## src/hw/vrts_pkg.sv

```systemverilog
// Purpose: Shared constants and types of the VRAM row-transfer sequencer
// Assumes: clk is the free-running serial clock, one quarter of the dot rate
// Notes: Counts are in serial clock periods
package vrts_pkg;
    // Clock
    localparam int CLK_PERIOD_NS = 100;
    localparam int CLK_RATE_HZ = 1000000000 / CLK_PERIOD_NS;
    localparam int DOTS_PER_SERIAL = 4;

    // Widths
    localparam int ROW_W = 22;
    localparam int BUS_W = 24;
    localparam int CNT_W = 16;
    localparam int ROW_LSB = 2;

    // Reset values
    localparam logic [ROW_W-1:0] ROW_RESET = 22'h000000;
    localparam logic [CNT_W-1:0] CNT_RESET = 16'h0000;
    localparam logic [BUS_W-1:0] BUS_RESET = 24'h000000;

    // Internal overhead after each transfer, before the pre-request count, in serial periods
    localparam logic [CNT_W-1:0] OVERHEAD_CYCLES = 16'h0001;

    // Row steps
    localparam logic [ROW_W-1:0] STEP_1 = 22'h000001;
    localparam logic [ROW_W-1:0] STEP_2 = 22'h000002;
    localparam logic [ROW_W-1:0] STEP_256 = 22'h000100;
    localparam logic [ROW_W-1:0] STEP_512 = 22'h000200;
    localparam logic [ROW_W-1:0] STEP_1024 = 22'h000400;
    localparam logic [ROW_W-1:0] OFFSET_0 = 22'h000000;

    // Step select codes
    localparam logic [1:0] CODE_A = 2'h0;
    localparam logic [1:0] CODE_B = 2'h1;
    localparam logic [1:0] CODE_C = 2'h2;
    localparam logic [1:0] CODE_D = 2'h3;

    // Sequencer states
    typedef enum logic [2:0] {
        VRTS_IDLE = 3'b000,
        VRTS_PRE = 3'b001,
        VRTS_DEFER = 3'b010,
        VRTS_REQ = 3'b011,
        VRTS_XFER = 3'b100,
        VRTS_OVHD = 3'b101
    } vrts_state_t;
endpackage : vrts_pkg

```

## src/hw/vrts_count.sv

```systemverilog
// Purpose: Loadable down-counter of serial clock periods
// Assumes: Load wins over decrement
// Notes: done is combinational from the count, stops at zero
module vrts_count (
    input wire logic clk, // Serial clock
    input wire logic resetn, // Async reset, active low
    input wire logic load, // Load value
    input wire logic [vrts_pkg::CNT_W-1:0] value, // Value to load
    input wire logic dec_en, // Count one period
    output logic done // Count has reached zero
);
    import vrts_pkg::*;

    logic [CNT_W-1:0] count;

    // Count down, hold at zero so a late check still sees done
    always_ff @(posedge clk or negedge resetn) begin
        if (!resetn) begin
            count <= CNT_RESET;
        end else if (load) begin
            count <= value;
        end else if (dec_en && count != CNT_RESET) begin
            count <= count - 16'h0001;
        end
    end

    assign done = (count == CNT_RESET);
endmodule : vrts_count

```

## src/hw/vrts_step.sv

```systemverilog
// Purpose: Row step and second-field offset from the format code
// Assumes: Code and interlace only change while the timing generator is off
// Notes: Pure combinational decode
module vrts_step (
    input wire logic [1:0] code, // Step code
    input wire logic interlace, // Interlace format
    output logic [vrts_pkg::ROW_W-1:0] step, // Row step per transfer
    output logic [vrts_pkg::ROW_W-1:0] offset // Second field start offset
);
    import vrts_pkg::*;

    // Decode step and field offset
    always_comb begin
        step = STEP_1;
        offset = OFFSET_0;
        unique case (code)
            CODE_A: begin
                step = STEP_1;
                offset = OFFSET_0;
            end
            CODE_B: begin
                step = interlace ? STEP_2 : STEP_256;
                offset = interlace ? STEP_1 : OFFSET_0;
            end
            CODE_C: begin
                step = STEP_512;
                offset = interlace ? STEP_256 : OFFSET_0;
            end
            CODE_D: begin
                step = STEP_1024;
                offset = interlace ? STEP_512 : OFFSET_0;
            end
        endcase
    end
endmodule : vrts_step

```

## src/hw/vrts_sequencer.sv

```systemverilog
// Purpose: VRAM row-transfer sequencer: row address, bus request, grant and
//          row load strobe timing from a pre-request count and a transfer lag
// Assumes: All inputs synchronous to clk; clk is the serial clock itself
// Notes: The timing generator supplies frame, back porch, flyback and field
//        marks; VRAM strobes are built outside from these outputs

// Operation
// - Drive fresh 22-bit row on bus bits 2-23
// - First frame address from frame origin pointer
// - Line alias when stopped, frame alias when running
// - Non-interlace steps 1, 256, 512, 1024
// - Interlace steps 1, 2, 512, 1024 plus offsets
// - Column part of address never incremented
// - New origin takes effect next frame or field
// - Interlace blanks first half of line zero
// - Field order follows CCIR or NTSC standard
// - Frame transfer launched at first back porch
// - Request after pre-request count elapses
// - Grant answers request; strobe and address follow
// - Release strobe on shift edge after lag
// - Transfer period is pre-request plus lag; the code takes pre-request plus lag plus 3 periods
// - One overhead period outside request-to-strobe span
// - Pending transfer at flyback cancelled, restarted later
// - Predict line end and defer reload
// - Deferred lag carried over, resumes in display
// - Serial clock paces counts at dot rate/4
module vrts_sequencer (
    input wire logic clk, // Serial clock
    input wire logic resetn, // Async reset, active low
    input wire logic vtg_enable, // Timing generator running
    input wire logic [1:0] step_code, // Row step select
    input wire logic interlace, // Interlace format
    input wire logic standard_ntsc, // 1: NTSC order, 0: CCIR order
    input wire logic [vrts_pkg::CNT_W-1:0] pre_request_count, // Periods before request
    input wire logic [vrts_pkg::CNT_W-1:0] transfer_lag, // Periods request to transfer
    input wire logic [vrts_pkg::ROW_W-1:0] origin_wdata, // Origin pointer write data
    input wire logic origin_wr_line, // Write through line origin alias
    input wire logic origin_wr_frame, // Write through frame origin alias
    input wire logic frame_start, // Pulse: back porch of first line
    input wire logic backporch_start, // Pulse: back porch of a line
    input wire logic flyback, // Level: frame flyback
    input wire logic active_display, // Level: active display
    input wire logic field_index, // 0: first field, 1: second field
    input wire logic line_zero_first_half, // Level: first half of line zero
    input wire logic [vrts_pkg::CNT_W-1:0] line_remaining, // Periods left in line
    input wire logic shift_edge, // Pulse: shift clock edge
    input wire logic bus_grant_in, // Host grants bus
    output logic bus_request_out, // Bus request, active high
    output logic vram_transfer_n, // Row load strobe, active low
    output logic [vrts_pkg::BUS_W-1:0] shared_addr_data_bus_out, // Bus drive value
    output logic shared_addr_data_bus_oe, // Bus drive enable
    output logic [vrts_pkg::ROW_W-1:0] origin_rdata, // Origin pointer readback
    output logic blank_video, // Blank video outputs
    output logic transfer_done, // Pulse: row transfer performed
    output logic transfer_deferred // Level: transfer waiting for back porch
);
    import vrts_pkg::*;

    vrts_state_t state;
    vrts_state_t next_state;
    logic [ROW_W-1:0] origin_pending;
    logic [ROW_W-1:0] origin_active;
    logic [ROW_W-1:0] row;
    logic [ROW_W-1:0] step;
    logic [ROW_W-1:0] offset;
    logic lag_hold;
    logic pre_done;
    logic lag_done;
    logic pre_load;
    logic lag_load;
    logic lag_dec;
    logic frame_launch;
    logic defer_now;
    logic release_now;
    logic second_field;

    // Frame launch may pre-empt idle, pre-request and deferred states but never a request or transfer
    assign frame_launch = vtg_enable && frame_start &&
        (state == VRTS_IDLE || state == VRTS_PRE || state == VRTS_DEFER);

    // Flyback cancels, or data lasts past line end so reload can wait
    assign defer_now = flyback || (transfer_lag >= line_remaining);

    // Transfer only on a shift clock edge once the lag is spent
    assign release_now = (state == VRTS_XFER) && lag_done && shift_edge;

    // NTSC scans odd lines first, so its first field takes the offset
    assign second_field = interlace && (field_index ^ standard_ntsc);

    // Counter controls
    assign pre_load = (state == VRTS_OVHD);
    assign lag_load = frame_launch || (state == VRTS_PRE && pre_done);
    assign lag_dec = (state == VRTS_REQ || state == VRTS_XFER) &&
        (!lag_hold || active_display);

    // Pre-request counter, one tick per serial period
    vrts_count u_pre_count (
        .clk(clk),
        .resetn(resetn),
        .load(pre_load),
        .value(pre_request_count),
        .dec_en(state == VRTS_PRE),
        .done(pre_done)
    );

    // Transfer lag counter, started with the request
    vrts_count u_lag_count (
        .clk(clk),
        .resetn(resetn),
        .load(lag_load),
        .value(transfer_lag),
        .dec_en(lag_dec),
        .done(lag_done)
    );

    // Step and offset decode
    vrts_step u_step (
        .code(step_code),
        .interlace(interlace),
        .step(step),
        .offset(offset)
    );

    // Next state
    always_comb begin
        next_state = state;
        if (!vtg_enable) begin
            next_state = VRTS_IDLE;
        end else if (frame_launch) begin
            next_state = VRTS_REQ;
        end else begin
            unique case (state)
                VRTS_IDLE: begin
                    next_state = VRTS_IDLE;
                end
                VRTS_PRE: begin
                    if (pre_done) begin
                        next_state = defer_now ? VRTS_DEFER : VRTS_REQ;
                    end
                end
                VRTS_DEFER: begin
                    if (backporch_start && !flyback) begin
                        next_state = VRTS_REQ;
                    end
                end
                VRTS_REQ: begin
                    if (bus_grant_in) begin
                        next_state = VRTS_XFER;
                    end
                end
                VRTS_XFER: begin
                    if (release_now) begin
                        next_state = VRTS_OVHD;
                    end
                end
                VRTS_OVHD: begin
                    next_state = VRTS_PRE;
                end
                default: begin
                    next_state = VRTS_IDLE;
                end
            endcase
        end
    end

    // State register
    always_ff @(posedge clk or negedge resetn) begin
        if (!resetn) begin
            state <= VRTS_IDLE;
        end else begin
            state <= next_state;
        end
    end

    // Deferred transfers hold their lag until active display starts
    always_ff @(posedge clk or negedge resetn) begin
        if (!resetn) begin
            lag_hold <= 1'b0;
        end else if (!vtg_enable || frame_launch) begin
            lag_hold <= 1'b0;
        end else if (state == VRTS_DEFER && next_state == VRTS_REQ) begin
            lag_hold <= 1'b1;
        end else if (active_display) begin
            lag_hold <= 1'b0;
        end
    end

    // Origin pointer: each alias is live only in its own generator state
    always_ff @(posedge clk or negedge resetn) begin
        if (!resetn) begin
            origin_pending <= ROW_RESET;
        end else if (origin_wr_line && !vtg_enable) begin
            origin_pending <= origin_wdata;
        end else if (origin_wr_frame && vtg_enable) begin
            origin_pending <= origin_wdata;
        end
    end

    // Pointer in use is sampled only at the top of a frame or field
    always_ff @(posedge clk or negedge resetn) begin
        if (!resetn) begin
            origin_active <= ROW_RESET;
        end else if (frame_launch) begin
            origin_active <= origin_pending;
        end
    end

    // Readback shows the written value, not the one in use
    always_ff @(posedge clk or negedge resetn) begin
        if (!resetn) begin
            origin_rdata <= ROW_RESET;
        end else begin
            origin_rdata <= origin_pending;
        end
    end

    // Row address: reload at frame top, step after each transfer
    always_ff @(posedge clk or negedge resetn) begin
        if (!resetn) begin
            row <= ROW_RESET;
        end else if (frame_launch) begin
            row <= origin_pending + (second_field ? offset : OFFSET_0);
        end else if (release_now) begin
            row <= row + step;
        end
    end

    // Bus request spans request and strobe, drops with the transfer edge
    always_ff @(posedge clk or negedge resetn) begin
        if (!resetn) begin
            bus_request_out <= 1'b0;
        end else begin
            bus_request_out <= vtg_enable &&
                (next_state == VRTS_REQ || next_state == VRTS_XFER);
        end
    end

    // Row load strobe low from grant until the first shift edge after the lag has run out
    always_ff @(posedge clk or negedge resetn) begin
        if (!resetn) begin
            vram_transfer_n <= 1'b1;
        end else begin
            vram_transfer_n <= !(vtg_enable && next_state == VRTS_XFER);
        end
    end

    // Address drive while granted; column bits stay at zero, the host owns them
    always_ff @(posedge clk or negedge resetn) begin
        if (!resetn) begin
            shared_addr_data_bus_out <= BUS_RESET;
            shared_addr_data_bus_oe <= 1'b0;
        end else if (vtg_enable && next_state == VRTS_XFER) begin
            shared_addr_data_bus_out <= {row, 2'h0};
            shared_addr_data_bus_oe <= 1'b1;
        end else begin
            shared_addr_data_bus_out <= BUS_RESET;
            shared_addr_data_bus_oe <= 1'b0;
        end
    end

    // Blank only the DACs; shift clocking is untouched by this block
    always_ff @(posedge clk or negedge resetn) begin
        if (!resetn) begin
            blank_video <= 1'b0;
        end else begin
            blank_video <= vtg_enable && interlace && line_zero_first_half;
        end
    end

    // Status: one pulse per performed transfer
    always_ff @(posedge clk or negedge resetn) begin
        if (!resetn) begin
            transfer_done <= 1'b0;
        end else begin
            transfer_done <= release_now && vtg_enable;
        end
    end

    // Status: waiting for the next active back porch
    always_ff @(posedge clk or negedge resetn) begin
        if (!resetn) begin
            transfer_deferred <= 1'b0;
        end else begin
            transfer_deferred <= vtg_enable && next_state == VRTS_DEFER;
        end
    end
endmodule : vrts_sequencer

```

## config.mk

```make
export PLATFORM = sky130hd
export DESIGN_NAME = vrts_sequencer
export DESIGN_NICKNAME = d
export VERILOG_FILES = /design/src/hw/vrts_pkg.sv /design/src/hw/vrts_count.sv /design/src/hw/vrts_step.sv /design/src/hw/vrts_sequencer.sv
export SDC_FILE = /design/constraint.sdc
export NUM_CORES = 1
export LEC_CHECK = 0
export ABC_AREA = 1
export BUFFER_PORTS_ARGS = -buffer_cell sky130_fd_sc_hd__buf_2
export CAP_MARGIN = 20
export CORE_UTILIZATION = 29
export CTS_CLUSTER_SIZE = 25
export DETAILED_ROUTE_END_ITERATION = 8
export MAX_ROUTING_LAYER = met4
export PLACE_DENSITY_LB_ADDON = 0.1
export SLEW_MARGIN = 10
export SYNTH_ARGS = -nofsm -noshare
export SYNTH_HDL_FRONTEND = slang
export SYNTH_SLANG_ARGS = --single-unit
```

## constraint.sdc

```tcl
create_clock -name clk -period 2.3 [get_ports clk]
set_input_delay 0.23 -clock clk [delete_from_list [all_inputs] [get_ports clk]]
set_output_delay 0.23 -clock clk [all_outputs]
set_load 0.05 [all_outputs]
```

* Yosys cells after proc, flatten, opt, wreduce, memory -nomap -nowiden *
Cells that the tools add are included.
Widths: inputs -> output; s select.

storage, ports and cells
  flip-flop bits (word level) = 132
  input port bits = 87
  logic and storage cells = 101

cells by class
  reduce and logical (&&, ||, !) cells = 42
  equality and inequality tests = 11
  bitwise gates (word level) = 1
  add/sub/neg operators = 4
  multiplexer cells = 28
  magnitude comparators = 1

operators by type and width
  kind                   count
  $pmux 22 s4            2
  $mux 22                5
  $mux 16                4
  $add 22x22->22         2
  $logic_not 16->1       2
  $reduce_bool 16->1     2
  $sub 16x1->16 const B  2
  $mux 24                1
  $logic_and 1x1->1      19
  $mux 3                 6
  $mux 9                 2
  $ge 16x16->1           1
  $pmux 3 s5             1
  $eq 3x2->1 const B     4
  $mux 10                1
  $eq 3x3->1 const B     3
  $logic_or 1x1->1       8
  $reduce_bool 2->1      4
  $mux 1                 6
  $eq 2x2->1 const B     2
  $logic_not 1->1        4
  $eq 3x1->1 const B     1
  $logic_not 3->1        1
  $reduce_bool 3->1      1
  3 further kinds        3

* Logic depth before layout (Yosys ltp) *
  word-level depth = 11
  mapped depth = 18
  depth with buffers taken out = 18

* Hierarchy *
Synthesis repeated with hierarchy kept, for this count alone.

second synthesis, totals
  cell total of the unflattened synthesis = 1,287
  area total of the unflattened synthesis = 9,486.6 µm²

modules (own cells, without submodules)
  module          cells each  instances  seq. area each (µm²)  area each (µm²)
  vrts_sequencer  870         1          2,453.6               6,646.4
  vrts_count      183         2          400.4                 1,255.0
  vrts_step       51          1          0.0                   330.3

* Least setup slack after synthesis *
OpenSTA, ideal clock, no wires.

  path kind = input -> register
  start point = in step_code[0]
  end point = reg row[14]
  stages = 12
  arrival time = 2.017 ns
  buffers on the path = 0
  library setup time = 0.126 ns
  required time = 2.174 ns
  slack = 0.157 ns
  path through = inv_1 nor3_1 inv_1 fa_1 nor3_2 nand2_1 nor2_1 nand3_1 a21oi_1 nand2_1 o21ai_0 a21oi_1

between the ends
  word-level cells in the longest chain between the ends = 5
  elaborated cells on any way between the ends = 11
  classes of those cells = add/sub: 2; eq/ne: 3; mux: 5; reduce/logical: 1

ends and longest elaborated chain
  what                                       RTL line                                      RTL
  start, declared                            vrts_sequencer.sv:31                          input wire logic [1:0] step_code,
  $eq 2x2->1, or another cell as far along   vrts_step.sv:16                               unique case (code)
  $pmux 22 s4                                vrts_step.sv:16
  $add 22x22->22 or $mux 22 (tied branches)  vrts_sequencer.sv:224, vrts_sequencer.sv:222
  $mux 22 or $add 22x22->22 (tied branches)  vrts_sequencer.sv:223, vrts_sequencer.sv:222
  $mux 22 (*)                                vrts_sequencer.sv:221                         end else if (frame_launch) begin
  end signal, assigned                       vrts_sequencer.sv:222                         row <= origin_pending + (second_field ? offset : OFFSET_0);
  end signal, assigned                       vrts_sequencer.sv:224                         row <= row + step;
  end, declared                              vrts_sequencer.sv:63                          logic [ROW_W-1:0] row;

Every way passes the cells marked *; elsewhere a longest branch is shown, timed or not. The select of a mux whose other input is x is not followed.
A chain may end at the register's enable or synchronous reset.

* Worst setup path in the final report *
  start point = reg row[0]
  end point = reg row[14]

between the ends
  word-level cells in the longest chain between the ends = 3

ends and longest elaborated chain
  what            RTL line               RTL
  $add 22x22->22  vrts_sequencer.sv:224
  $mux 22         vrts_sequencer.sv:223  end else if (release_now) begin
  $mux 22         vrts_sequencer.sv:221

Every way passes these cells. The select of a mux whose other input is x is not followed.

==> summary.txt <==
Worst setup path
  • WP data required: 2.61 ns
  • Crit-path max FO: 3
  • CP endpoint kind: flop
  • Startpoint types: flop
  • CP arrival: 2.43 ns
  • Critical setup path kind: reg2reg

Detailed routing
  • Routed Antenna Nets: 0
  • Metal-1 WL: 9940 um
  • Starting DRT DRC Count: 273
  • Met2 WL: 11300 um
  • Met3 routed WL: 600 um
  • DRT Wirelength: 22100 um
  • Pre-antenna DRT Iters: 5
  • DR WL/cell: 15.2 um
  • Via Count: 6579
  • Residual DRC: 0
  • Vias per Instance: 4.52
  • Highest metal used: met4

Logic synthesis
  • Top cell type by total area after synthesis: dfrtp_1
  • Most used DFF post-synth: dfrtp_1
  • Register bit total from synthesis: 130
  • Post-synth EDFFs: 0
  • Share of the synthesized area in the top cell type: 0.436
  • Mapped Cells: 915
  • Synthesized area: 7400 sq um
  • Synth top area cells: dfrtp_1 (44%), nand2_1 (9.4%), inv_1 (6.2%), ha_1 (4.7%), o21ai_0 (4.7%)
  • Ys async rst share: 1.00
  • Mapped Avg Cell Area: 8.09 sq um
  • Yosys warns: 0
  • Seq/Total Area, Yosys: 0.440
  • Most frequent cell after synthesis: nand2_1
  • Distinct cells, synth: 47
  • Synth top cells by count: nand2_1 (185), dfrtp_1 (129), inv_1 (122)

Clock tree
  • H-tree Lvls: 4
  • Clock slew seen by the registers of the worst setup and hold paths: 0.07 ns
  • CTS tree: yes
  • Clock latency on the worst-skew pair: 0.43 ns
  • Cts bufs inserted: 17
  • CTS root buffer: clkbuf_16
  • Clock sink count: 130
  • Clk buf depth: 2

Cells and area
  • Final Non-Filler Cells: 1454
  • Synthesis-to-layout area growth: 29.4%
  • Nets@finish: 1227
  • Number of diodes: 0
  • Ratio of cells with drive above 1 in the final layout: 0.265

Status
  • Outcome: complete, no violations

Timing
  • Slew headroom: 0.663
  • Final worst slack: 0.171 ns
  • Fmax achieved: 470 MHz
  • Setup-failing EPs final: 0
  • Final Hold Fails: 0
  • Min cycle time layout: 2.13 ns
  • Clock Skews: 0.0161 ns
  • Post-Route Setup TNS: 0 ns
  • Max Slew Vio Count: 0
  • Crit share post-route: 0.925
  • Hold_ws: 0.0184 ns
  • Worst-margin pin slew: 0.506 ns

Floorplanning
  • Vert. Die Dim: 162 um
  • IO Count: 139
  • Horiz. Die Dim: 162 um
  • Starting density of the core: 0.295
  • Die area: 26200 sq um
  • Core ar.: 25100 sq um
  • Placement Rows: 58

Place
  • Pre-CTS WS: -0.226 ns
  • Dpl cells: 1417
  • Port Buf Inserts: 136
  • Hpwl dp: 16900 um
  • GP Congestion: 0.835

GRT
  • GRT overflow: 0
  • Initial antenna violation count: 0
  • Vias in the first global route: 6630
  • Total global-route track usage: 0.181
  • Largest net degree at the start of global routing: 50
  • Global-route wire length before repair: 35500 um

Power and ir drop
  • Worst IR Drop VDD: 0.000372 V
  • Power density cells: 846 nW/um^2
  • Leak pwr: 4.76 nW

Job
  • MaxCap Viol Count: 0

Hold path
  • HP Class: in2reg
==> cell type report <==
cell class	instances	area, sq um
multi-input combinational	629	3570
fill	2703	15500
timing repair buffer	200	1230
clock buffer	17	425
tap	330	413
inverter	133	499
sequential	130	3250
clock inverter	15	184
==> cell families after synthesis <==
family                     count (synthesis)  synth area share
and+or+nand+nor                          406             0.264
AOI/OAI and AO/OA                        167             0.128
buffers and inverters                    157            0.0857
DFF                                      130             0.440
adders and majority gates                 29            0.0500
xor gates and xnor gates                  17            0.0201
muxes                                      8            0.0122
other                                      1          0.000507
==> state kept, by name, indices dropped and copies added (netlist names) <==
register	count
bus_request_out	1
shared_addr_data_bus_oe	1
u_lag_count.count	16
row	22
blank_video	1
lag_hold	1
transfer_deferred	1
origin_pending	22
u_pre_count.count	16
state	3
shared_addr_data_bus_out	22
transfer_done	1
origin_rdata	22
vram_transfer_n	1
==> critical path, stage by stage, from the launching register on <==
cell and delay, ns:
dfrtp_1 0.36, ha_1 0.18, inv_1 0.06, fa_1 0.42, nor3_2 0.15, nand2_1 0.13, nor2_4 0.13, nand3_4 0.11
a21oi_4 0.19, nand2_1 0.06, o21ai_0 0.15, a21oi_1 0.08
==> what timing repair did <==
item | CTS | global route
resized for setup | 0 | 11
endpoints found under the hold margin | 49 | 0
setup buffers | 0 | 1
hold buffers | 4 | 0
endpoints found under the setup margin | 0 | 7
==> metal layers <==
layer,vias to the layer above,track usage
met4,0,0.0485
met2,110,0.315
met5,-,-
li1,3384,-
met1,3070,0.217
met3,15,0.0283
==> final timing paths <==
check / from / end / slack [ns] / cells past startpoint
hold / removal: origin_wdata[16] / origin_pending[16]$_DFFE_PN0P_ / 0.02 / 3
hold reg to reg: origin_pending[19]$_DFFE_PN0P_ / origin_rdata[19]$_DFF_PN0_ / 0.38 / 0
max in group asynchronous: resetn / origin_pending[1]$_DFFE_PN0P_ / 1.21 / 3
setup reg to reg: row[0]$_DFFE_PN0P_ / row[14]$_DFFE_PN0P_ / 0.17 / 11
min in group asynchronous: resetn / u_pre_count.count[12]$_DFFE_PN0P_ / 0.33 / 2
setup / recovery: row[0]$_DFFE_PN0P_ / row[14]$_DFFE_PN0P_ / 0.17 / 11
==> placed cells by master (no fill, tap or decap), drive strengths merged, types with 2 or more instances in the layout <==
cell type	count
o311ai	5
a31oi	14
nor2	116
mux2	8
inv	143
a221oi	2
nand4	10
nand3	54
o31ai	3
xor2	13
xnor2	4
nor4	3
o211ai	12
o21ai	79
dlygate4sd3	4
ha	28
a21oi	39
conb	2
nor3	27
clkbuf	17
or2	2
dfrtp	129
o22ai	7
a22oi	2
nor3b	2
nand2	190
buf	196
nand3b	2
clkinv	3
==> stage by stage <==
| step | power [mW] | utilization | cell area (sq um) |
|---|---|---|---|
| final | 8.10 | 0.381 | 9570 |
| after global routing | 8.61 | 0.381 | 9570 |
| after CTS | 8.19 | 0.379 | 9510 |
| after detailed placement | 5.28 | 0.353 | 8860 |
| after global placement | 5.28 | 0.353 | 8860 |
| after floorplan | 4.50 | - | 7400 |
==> where the power goes <==
group | switching (mW) | total [mW] | internal, mW
registers | 0.370 | 3.06 | 2.69
clock network | 1.29 | 2.85 | 1.57
logic | 1.40 | 2.18 | 0.778
total | 3.06 | 8.10 | 5.04
(Power assumes the default switching activity.)
